===== config.mk =====
export PLATFORM = sky130hd
export DESIGN_NAME = phase_drive_sync_and_pin_mux
export DESIGN_NICKNAME = d
export VERILOG_FILES = /design/src/phase_drive_pkg.sv /design/src/sync_pll.sv /design/src/phase_drive_sync_and_pin_mux.sv
export VERILOG_INCLUDE_DIRS = /design/src
export SDC_FILE = /design/constraint.sdc
export NUM_CORES = 1
export LEC_CHECK = 0
export ABC_AREA = 1
export BUFFER_PORTS_ARGS = -buffer_cell sky130_fd_sc_hd__buf_2
export CAP_MARGIN = 15
export CELL_PAD_IN_SITES_DETAIL_PLACEMENT = 1
export CELL_PAD_IN_SITES_GLOBAL_PLACEMENT = 1
export CORE_ASPECT_RATIO = 0.75
export CORE_MARGIN = 2
export CORE_UTILIZATION = 39
export CTS_CLUSTER_SIZE = 8
export DETAILED_ROUTE_END_ITERATION = 10
export GPL_TIMING_DRIVEN = 0
export PLACE_DENSITY = 0.88
export SKIP_LAST_GASP = 1
export SLEW_MARGIN = 20
export SYNTH_ARGS = -nofsm -noshare
export SYNTH_HDL_FRONTEND = slang
export SYNTH_SLANG_ARGS = --single-unit

===== constraint.sdc =====
create_clock -name clk_i -period 10.15 [get_ports clk_i]
set_clock_uncertainty 0.15 [all_clocks]
set_input_delay 1.5225 -clock clk_i [delete_from_list [all_inputs] [get_ports clk_i]]
set_output_delay 1.5225 -clock clk_i [all_outputs]
set_load 0.01 [all_outputs]

===== src/phase_drive_regs.svh =====
// Constants for the phase drive and multifunction pin block
`ifndef PHASE_DRIVE_REGS_SVH
`define PHASE_DRIVE_REGS_SVH
// Multifunction pin modes
`define MF_MODE_CHAN_B_EN  2'h0
`define MF_MODE_VOUT_RESET 2'h1
`define MF_MODE_SYNC       2'h2
// Telemetry scale (millivolts)
`define TEMP_OFFSET_MV     16'd600
`define TEMP_STEP_MV       16'd8
`define ISENSE_GAIN_MV_PER_A 16'd5
// Timing, PLL error reset and default phase count
`define CLK_PERIOD_NS      50
`define PLL_ERR_RESET      16'h0000
`define PHASE_COUNT_DEF    7
`endif


===== src/phase_drive_pkg.sv =====
// Types for the phase drive block
`default_nettype none
package phase_drive_pkg;
	typedef enum logic [1:0] {
		ph_off,
		ph_high,
		ph_low
	} phase_state_type;
endpackage
`default_nettype wire


===== src/sync_pll.sv =====
// Edge synchronisation loop that trims on-time
`default_nettype none
`include "phase_drive_regs.svh"
module sync_pll #(
	parameter int unsigned W = 16
) (
	// Clock and reset
	input  wire logic         clk_i,
	input  wire logic         nrst_i,
	// Control
	input  wire logic         enable_i,
	input  wire logic [3:0]   div_ratio_i,
	input  wire logic [W-1:0] phase_shift_i,
	input  wire logic [3:0]   gain_shift_i,
	// Edges
	input  wire logic         sync_edge_i,
	input  wire logic         pwm0_edge_i,
	// Trim out
	output logic signed [W-1:0] trim_o,
	output logic              locked_o
);
	// ****************************************
	// Edge divider and phase error
	// ****************************************
	logic [3:0]          div_q;
	logic                ref_tick;
	logic [W-1:0]        cnt_q;
	logic signed [W-1:0] err_q;
	logic signed [W-1:0] acc_q;
	if (W < 8) begin : g_bad_w
		$error("sync_pll width too small");
	end
	assign ref_tick = sync_edge_i && (div_q == div_ratio_i);
	always_ff @(posedge clk_i) begin
		if (!nrst_i || !enable_i) begin
			div_q <= 4'h0;
		end else if (sync_edge_i) begin
			div_q <= (div_q == div_ratio_i) ? 4'h0 : div_q + 4'h1;
		end
	end
	// Counter from reference edge to order 0 rising edge
	always_ff @(posedge clk_i) begin
		if (!nrst_i || !enable_i || ref_tick) begin
			cnt_q <= '0;
		end else if (cnt_q != '1) begin
			cnt_q <= cnt_q + 1'b1;
		end
	end
	always_ff @(posedge clk_i) begin
		if (!nrst_i || !enable_i) begin
			err_q <= `PLL_ERR_RESET;
		end else if (pwm0_edge_i) begin
			err_q <= $signed(cnt_q - phase_shift_i);
		end
	end
	// Slow integrator; gain sets loop bandwidth
	always_ff @(posedge clk_i) begin
		if (!nrst_i || !enable_i) begin
			acc_q <= '0;
		end else if (pwm0_edge_i) begin
			acc_q <= acc_q - (err_q >>> gain_shift_i);
		end
	end
	assign trim_o   = acc_q;
	assign locked_o = enable_i && (err_q < 16 && err_q > -16);
endmodule
`default_nettype wire


===== src/phase_drive_sync_and_pin_mux.sv =====
// Phase PWM drive, stage fault line and multifunction pin
`default_nettype none
`include "phase_drive_regs.svh"
module phase_drive_sync_and_pin_mux
	import phase_drive_pkg::*;
#(
	parameter int unsigned NPH = `PHASE_COUNT_DEF,
	parameter int unsigned VW  = 16
) (
	// Clock and reset
	input  wire logic            clk_i,
	input  wire logic            nrst_i,
	// Enables and multifunction pin
	input  wire logic            chan_a_enable_in_i,
	input  wire logic            mf_pin_i,
	input  wire logic [1:0]      mf_mode_i,
	output logic                 mf_pin_o,
	output logic                 mf_pin_oe_o,
	// Sync configuration
	input  wire logic            pll_enable_i,
	input  wire logic            sync_master_i,
	input  wire logic [3:0]      sync_div_i,
	input  wire logic [15:0]     sync_phase_shift_i,
	input  wire logic [3:0]      sync_gain_i,
	input  wire logic [15:0]     on_time_i,
	input  wire logic [15:0]     period_i,
	// Phase control
	input  wire logic [NPH-1:0]  phase_chan_b_i,
	input  wire logic [NPH-1:0]  phase_active_i,
	// Voltage targets
	input  wire logic [VW-1:0]   vout_cmd_a_i,
	input  wire logic [VW-1:0]   vout_cmd_b_i,
	input  wire logic [VW-1:0]   vout_reset_val_i,
	output logic [VW-1:0]        vout_target_a_o,
	output logic [VW-1:0]        vout_target_b_o,
	// Stage fault lines and telemetry
	input  wire logic [1:0]      fault_line_high_i,
	input  wire logic [1:0]      fault_line_low_i,
	input  wire logic [15:0]     chan_a_temp_sense_in_i,
	input  wire logic [15:0]     chan_b_temp_sense_in_i,
	input  wire logic [NPH-1:0][15:0] phase_current_sense_in_i,
	input  wire logic [15:0]     stage_reference_in_i,
	input  wire logic            stage_fault_ignore_i,
	output logic [1:0][15:0]     temp_c_o,
	output logic [NPH-1:0][15:0] phase_amps_o,
	output logic [1:0]           stage_lockout_o,
	// Phase outputs and status
	output logic [NPH-1:0]       pwm_o,
	output logic [NPH-1:0]       pwm_oe_o,
	output logic                 catastrophic_fault_n_o,
	output logic                 catastrophic_fault_oe_o,
	output logic [1:0]           channel_power_good_o,
	output logic [1:0]           channel_power_good_oe_o,
	output logic                 pll_locked_o
);
	// ****************************************
	// Multifunction pin decode
	// ****************************************
	logic        en_a;
	logic        en_b;
	logic        vout_reset;
	logic        sync_in;
	logic        sync_d1_q;
	logic        sync_edge;
	logic [1:0]  run;
	logic        fault_q;
	if (NPH < 1 || NPH > 7) begin : g_bad_nph
		$error("phase count out of range");
	end
	assign en_a       = chan_a_enable_in_i;
	assign en_b       = (mf_mode_i == `MF_MODE_CHAN_B_EN) ? mf_pin_i : chan_a_enable_in_i;
	assign vout_reset = (mf_mode_i == `MF_MODE_VOUT_RESET) && !mf_pin_i;
	assign sync_in    = (mf_mode_i == `MF_MODE_SYNC) && !sync_master_i && mf_pin_i;
	always_ff @(posedge clk_i) begin
		if (!nrst_i) begin
			sync_d1_q <= 1'b0;
		end else begin
			sync_d1_q <= sync_in;
		end
	end
	assign sync_edge = sync_in && !sync_d1_q;
	// ****************************************
	// Voltage targets
	// ****************************************
	always_ff @(posedge clk_i) begin
		if (!nrst_i) begin
			vout_target_a_o <= '0;
			vout_target_b_o <= '0;
		end else begin
			vout_target_a_o <= vout_reset ? vout_reset_val_i : vout_cmd_a_i;
			vout_target_b_o <= vout_reset ? vout_reset_val_i : vout_cmd_b_i;
		end
	end
	// ****************************************
	// Fault line and run state
	// ****************************************
	assign stage_lockout_o = fault_line_low_i;
	always_ff @(posedge clk_i) begin
		if (!nrst_i) begin
			fault_q <= 1'b0;
		end else if (|fault_line_high_i && !stage_fault_ignore_i) begin
			fault_q <= 1'b1;
		end else if (!en_a && !en_b) begin
			fault_q <= 1'b0;
		end
	end
	assign run[0] = en_a && !fault_q && !fault_line_low_i[0];
	assign run[1] = en_b && !fault_q && !fault_line_low_i[1];
	assign catastrophic_fault_n_o  = 1'b0;
	assign catastrophic_fault_oe_o = fault_q;
	assign channel_power_good_o    = 2'b00;
	assign channel_power_good_oe_o = ~run;
	// ****************************************
	// Telemetry
	// ****************************************
	function automatic logic [15:0] temp_conv(input logic [15:0] mv);
		temp_conv = (mv - `TEMP_OFFSET_MV) / `TEMP_STEP_MV;
	endfunction
	assign temp_c_o[0] = temp_conv(chan_a_temp_sense_in_i);
	assign temp_c_o[1] = temp_conv(chan_b_temp_sense_in_i);
	genvar g;
	generate
		for (g = 0; g < NPH; g++) begin : g_amp
			assign phase_amps_o[g] =
				(phase_current_sense_in_i[g] - stage_reference_in_i) / `ISENSE_GAIN_MV_PER_A;
		end
	endgenerate
	// ****************************************
	// Switching timebase and PLL
	// ****************************************
	logic [15:0]        tb_q;
	logic signed [15:0] trim;
	logic               pwm0_edge;
	logic [15:0]        on_eff;
	assign pwm0_edge = (tb_q == 16'h0000);
	always_ff @(posedge clk_i) begin
		if (!nrst_i) begin
			tb_q <= 16'h0000;
		end else begin
			tb_q <= (tb_q >= period_i) ? 16'h0000 : tb_q + 16'h0001;
		end
	end
	sync_pll #(
		.W(16)
	) u_pll (
		.clk_i         (clk_i),
		.nrst_i        (nrst_i),
		.enable_i      (pll_enable_i && mf_mode_i == `MF_MODE_SYNC && !sync_master_i),
		.div_ratio_i   (sync_div_i),
		.phase_shift_i (sync_phase_shift_i),
		.gain_shift_i  (sync_gain_i),
		.sync_edge_i   (sync_edge),
		.pwm0_edge_i   (pwm0_edge),
		.trim_o        (trim),
		.locked_o      (pll_locked_o)
	);
	assign on_eff = on_time_i + trim;
	assign mf_pin_o    = (tb_q < (period_i >> 1)); // Master drives clock high while timebase is below period_i/2 (4 of 9 counts at period 8)
	assign mf_pin_oe_o = (mf_mode_i == `MF_MODE_SYNC) && sync_master_i;
	// ****************************************
	// Per phase three-state drive
	// ****************************************
	generate
		for (g = 0; g < NPH; g++) begin : g_ph
			phase_state_type st_q;
			logic            want;
			logic            hi_win;
			assign want   = phase_active_i[g] && run[phase_chan_b_i[g]];
			assign hi_win = (tb_q < on_eff);
			always_ff @(posedge clk_i) begin
				if (!nrst_i) begin
					st_q <= ph_off;
				end else begin
					unique case (st_q)
						ph_off:  if (want && pwm0_edge) st_q <= ph_high;
						ph_high: if (!hi_win) st_q <= ph_low;
						ph_low: begin
							if (!want) st_q <= ph_off;
							else if (hi_win) st_q <= ph_high;
						end
						default: st_q <= ph_off;
					endcase
				end
			end
			assign pwm_o[g]    = (st_q == ph_high);
			assign pwm_oe_o[g] = (st_q != ph_off);
		end
	endgenerate
endmodule
`default_nettype wire


==> results of run 1 <==
[cells in the mapped netlist, types with 7 or more instances]
cell type,number,area [µm²]
nand2_1,1053,3950
inv_1,573,2150
nand3_1,381,1910
a21oi_1,248,1240
ha_1,215,2690
nor2_1,203,762
nand2_2,184,1150
o21ai_0,164,821
xor2_1,141,1230
dfxtp_1,116,2320
nand4_1,68,425
inv_2,55,206
nand3_2,49,490
nor3_1,43,215
xnor2_1,41,359
clkbuf_1,30,113
o21bai_1,30,225
o21ai_1,27,135
buf_4,26,195
o211ai_1,21,158
nand3b_1,19,143
nand2_4,17,191
nor4_1,16,100
a21o_1,13,97.6
a31oi_1,11,68.8
fa_1,10,200
nor2_2,9,56.3
o21a_1,9,67.6
o21ai_2,9,78.8
clkinv_1,8,30.0
mux2i_1,8,80.1
a21boi_0,7,52.6
[metal layers]
layer,GRT overflow,track usage (%)
met3,18,60.9
met4,226,71.6
met1,19,71.3
met2,406,93.2
met5,2,37.7
[per-stage QoR]
step / worst slack, ns / hold WS [ns] / utilization [%] / cell area [µm²]
CTS: -0.0111 / 0.301 / 49.3 / 28300
floorplan: 0.567 / 0.267 / - / 22600
detailed placement: -0.890 / 0.290 / 45.2 / 25900
global placement: -0.537 / 0.275 / 45.2 / 25900
[kinds of logic after synthesis]
kind of cell / after synthesis / synth area share, %
buffers and inverters: 697 / 12.1
AND/OR/NAND/NOR: 2063 / 42.3
other: 1 / 0.0166
AO/OA/AOI/OAI: 578 / 14.7
multiplexers: 10 / 0.455
flip-flops: 116 / 10.3
XOR/XNOR: 185 / 7.31
adder cells (fa/ha/maj): 225 / 12.8
[what timing repair did]
action                     in CTS
setup endpoints to repair      14
setup buffers                  76
pin swaps                      67
resized for setup             205
==> summary.md, run 1 <==
| Metric | Value |
|---|---|
| Status | `did not finish` |
| Failed at | `5_1_grt` |
| First Error | `[ERROR GRT-0232] Routing congestion too high. Check the congestion heatmap in the GUI.` |
| Post-CTS Hold Buffers | `0` |
| Placed Cells | `5136` |
| Die height | `212 µm` |
| Port bufs | `459` |
| All-Layer GR Usage | `74.2%` |
| # IOs | `492` |
| Row count | `76` |
| Clock Tree Root | `clkbuf_16` |
| HPWL after DPL | `69700 µm` |
| Post-synthesis cell count | `3875` |
| GR repair worst EP | `phase_amps_o[48]` |
| Yosys cell types | `66` |
| Post-synth EDFFs | `0` |
| Die X-Extent | `282 µm` |
| Mapped Avg Cell Area | `5.82 µm²` |
| Clock Tree Buf Depth | `2` |
| Syn Std Cell Area | `0.0226 mm²` |
| Grt total ovfl | `671` |
| Asr flop ratio synth | `0%` |
| Max H-tree Level | `4` |
| Largest net degree at the start of global routing | `17` |
| Seq/Total Area, Yosys | `10.3%` |
| GP Congestion | `0.909` |
| Sink Count | `116` |
| Initial Util | `39.3%` |
| TritonCTS buffer count | `17` |
| Worst endpoint type | `output port` |
| Synth warn | `0` |
| Register bit total from synthesis | `116` |
| Most used DFF post-synth | `dfxtp_1` |
==> inputs of run 2 (changes only) <==
--- a/config.mk
+++ b/config.mk
@@ -9,15 +9,11 @@
 export ABC_AREA = 1
 export BUFFER_PORTS_ARGS = -buffer_cell sky130_fd_sc_hd__buf_2
 export CAP_MARGIN = 15
-export CELL_PAD_IN_SITES_DETAIL_PLACEMENT = 1
-export CELL_PAD_IN_SITES_GLOBAL_PLACEMENT = 1
-export CORE_ASPECT_RATIO = 0.75
 export CORE_MARGIN = 2
-export CORE_UTILIZATION = 39
-export CTS_CLUSTER_SIZE = 8
+export CORE_UTILIZATION = 40
 export DETAILED_ROUTE_END_ITERATION = 10
 export GPL_TIMING_DRIVEN = 0
-export PLACE_DENSITY = 0.88
+export PLACE_DENSITY_LB_ADDON = 0.15
 export SKIP_LAST_GASP = 1
 export SLEW_MARGIN = 20
 export SYNTH_ARGS = -nofsm -noshare
==> run 2 against run 1 <==
Net effect:
- the run now ends clean
- synthesized area unchanged
- synthesized cell count unchanged
==> summary.md, run 2 <==
| Metric | Value |
|---|---|
| Pins Over Slew Limit | `0` |
| Final setup viols | `0` |
| Status | `finished clean` |
| GP Congestion | `0.899` |
| Fmax | `100 MHz` |
| DR vias/cell | `5.05` |
| Die X-Extent | `241 µm` |
| Fin cells | `5380` |
| Final hold violations | `0` |
| Final hold slack | `0.301 ns` |
| Routed WL | `78700 µm` |
| P&R area growth vs syn | `46.6%` |
| Clock Tree Buf Depth | `2` |
| Final ANT Viol Nets | `0` |
| Largest net degree at the start of global routing | `17` |
| CTS tree | `yes` |
| Buf/Inv on CP | `11` |
| Layout Nets | `5115` |
| Syn Std Cell Area | `0.0226 mm²` |
| Initial Util | `40.2%` |
| Max H-tree Level | `4` |
| Mapped Avg Cell Area | `5.82 µm²` |
| Min-delay src | `tb_q[0]` |
| # IOs | `492` |
| Class of the most critical setup path | `in -> out` |
| Delay of the slowest cell on the worst path | `0.26 ns` |
| Reg-to-Reg Start | `u_pll.trim_o[2]` |
| Most frequent cells in the layout | `nand2_1 (750), inv_1 (503), buf_2 (450), nand2_2 (331), nand3_1 (262)` |
| Core ar. | `0.0561 mm²` |
| Routed vias | `27145` |
| Crit path arrival time | `8.32 ns` |
| Crit path top cell by count | `nand2_4` |
| Area leader, netlist | `nand2_1` |
| Seq/Total Area, Yosys | `10.3%` |
| Crit-path max FO | `6` |
| Register bit total from synthesis | `116` |
| Post-synth EDFFs | `0` |
| Most common cell after layout, fill and taps aside | `nand2_1` |
| Worst hold path class | `reg -> reg` |
| Critical Path RT | `8.48 ns` |
| Number of global-route vias before repair | `22629` |
| Post-synthesis cell count | `3875` |
| Grt total ovfl | `0` |
| Asr flop ratio synth | `0%` |
| TritonCTS buffer count | `17` |
| Per-cell routed wire length | `14.6 µm` |
| Die area | `0.0583 mm²` |
| Yosys cell types | `66` |
| Clock Tree Root | `clkbuf_16` |
| Clock-pin slew on the worst setup and hold paths | `0.06 ns` |
| Drt pass-1 iters | `6` |
| Iter 0 DRT Violations | `1451` |
| Most used DFF post-synth | `dfxtp_1` |
| Synth warn | `0` |
| Critical path startpoint category | `input pin` |
| Endpoint class of the critical path | `output pin` |
| DRC violations left | `0` |
| RSZ-0062 raised after global routing | `true` |
| Max-capacitance violation count | `0` |
| Most common cell in the netlist | `nand2_1` |
| Post-synth top area share | `17.5%` |
| Final min period | `9.99 ns` |
| Slew headroom | `44.0%` |
| Clock Latency Late Sink | `0.42 ns` |
| Synth cell count leaders | `nand2_1 (1053), inv_1 (573), nand3_1 (381)` |
| Pre-CTS setup slack | `-0.738 ns` |
| Synth area leaders | `nand2_1 (18%), ha_1 (12%), dfxtp_1 (10%)` |
| Share of cells above drive strength 1 | `39.4%` |
| Post-CTS Hold Buffers | `0` |
| All-Layer GR Usage | `23.1%` |
| Die height | `241 µm` |
| Placed Cells | `5112` |
| HPWL after DPL | `57700 µm` |
| Port bufs | `459` |
| Global-route wire length before repair | `109000 µm` |
| CP max stage cell | `ha_4` |
| Tcrit/Tclk final | `98.4%` |
| Sink Count | `116` |
| Setup tns final | `0 ns` |
| Initial antenna violation count | `18` |
| Crit-path leading delay family | `simple AND/OR/NAND/NOR gates` |
| CP Launch Point | `stage_reference_in_i[6]` |
| Row count | `87` |
| Tightest Pin Transition | `0.834 ns` |
| Final worst slack | `0.157 ns` |
run 2: logic make-up after synthesis:
group | synth area share (%)
compound gates | 14.7
xor+xnor | 7.31
fa+ha+maj | 12.8
buf+inv | 12.1
flops | 10.3
mux | 0.455
other cells | 0.0166
simple gates | 42.3
run 2: worst paths after layout:
check                endpoint  slack (ns)  cells past startpoint
min reg2reg           tb_q[0]        0.30                      1
max          phase_amps_o[96]        0.16                     68
max reg2reg   g_ph[4].st_q[0]        5.04                     27
min                   tb_q[0]        0.30                      1
run 2: cell type report:
class / instances / area (µm²)
clock inverter: 10 / 180
timing repair buffer: 683 / 4360
multi-input combinational: 3084 / 22000
tap: 756 / 946
fill: 5390 / 23000
buffer: 58 / 329
inverter: 639 / 2490
sequential: 116 / 2320
antenna: 13 / 32.5
clock buffer: 21 / 450
run 2: timing repair:
item | in CTS | in global routing
setup endpoints to repair | 14 | 15
resized for setup | 55 | 1060
buffers inserted | 35 | 190
pin swaps | 5 | 440
run 2: per-stage QoR:
step | util, % | area, µm²
after floorplan | - | 22600
after global placement | 46.2 | 25900
after detailed placement | 46.2 | 25900
after CTS | 48.5 | 27200
after global routing | 59.0 | 33100
final | 59.0 | 33100
run 2: routing by layer:
metal	track usage, %	up-vias	routed length [µm]
met1	30.4	12284	34300
met5	0	-	68
met2	38.4	634	37100
li1	-	14073	-
met3	4.98	144	4860
met4	5.27	10	2310
Power of run 2 is left out: the tool's default activity adds up to more than one toggle a clock period on the data nets, which glitch-free logic cannot reach.
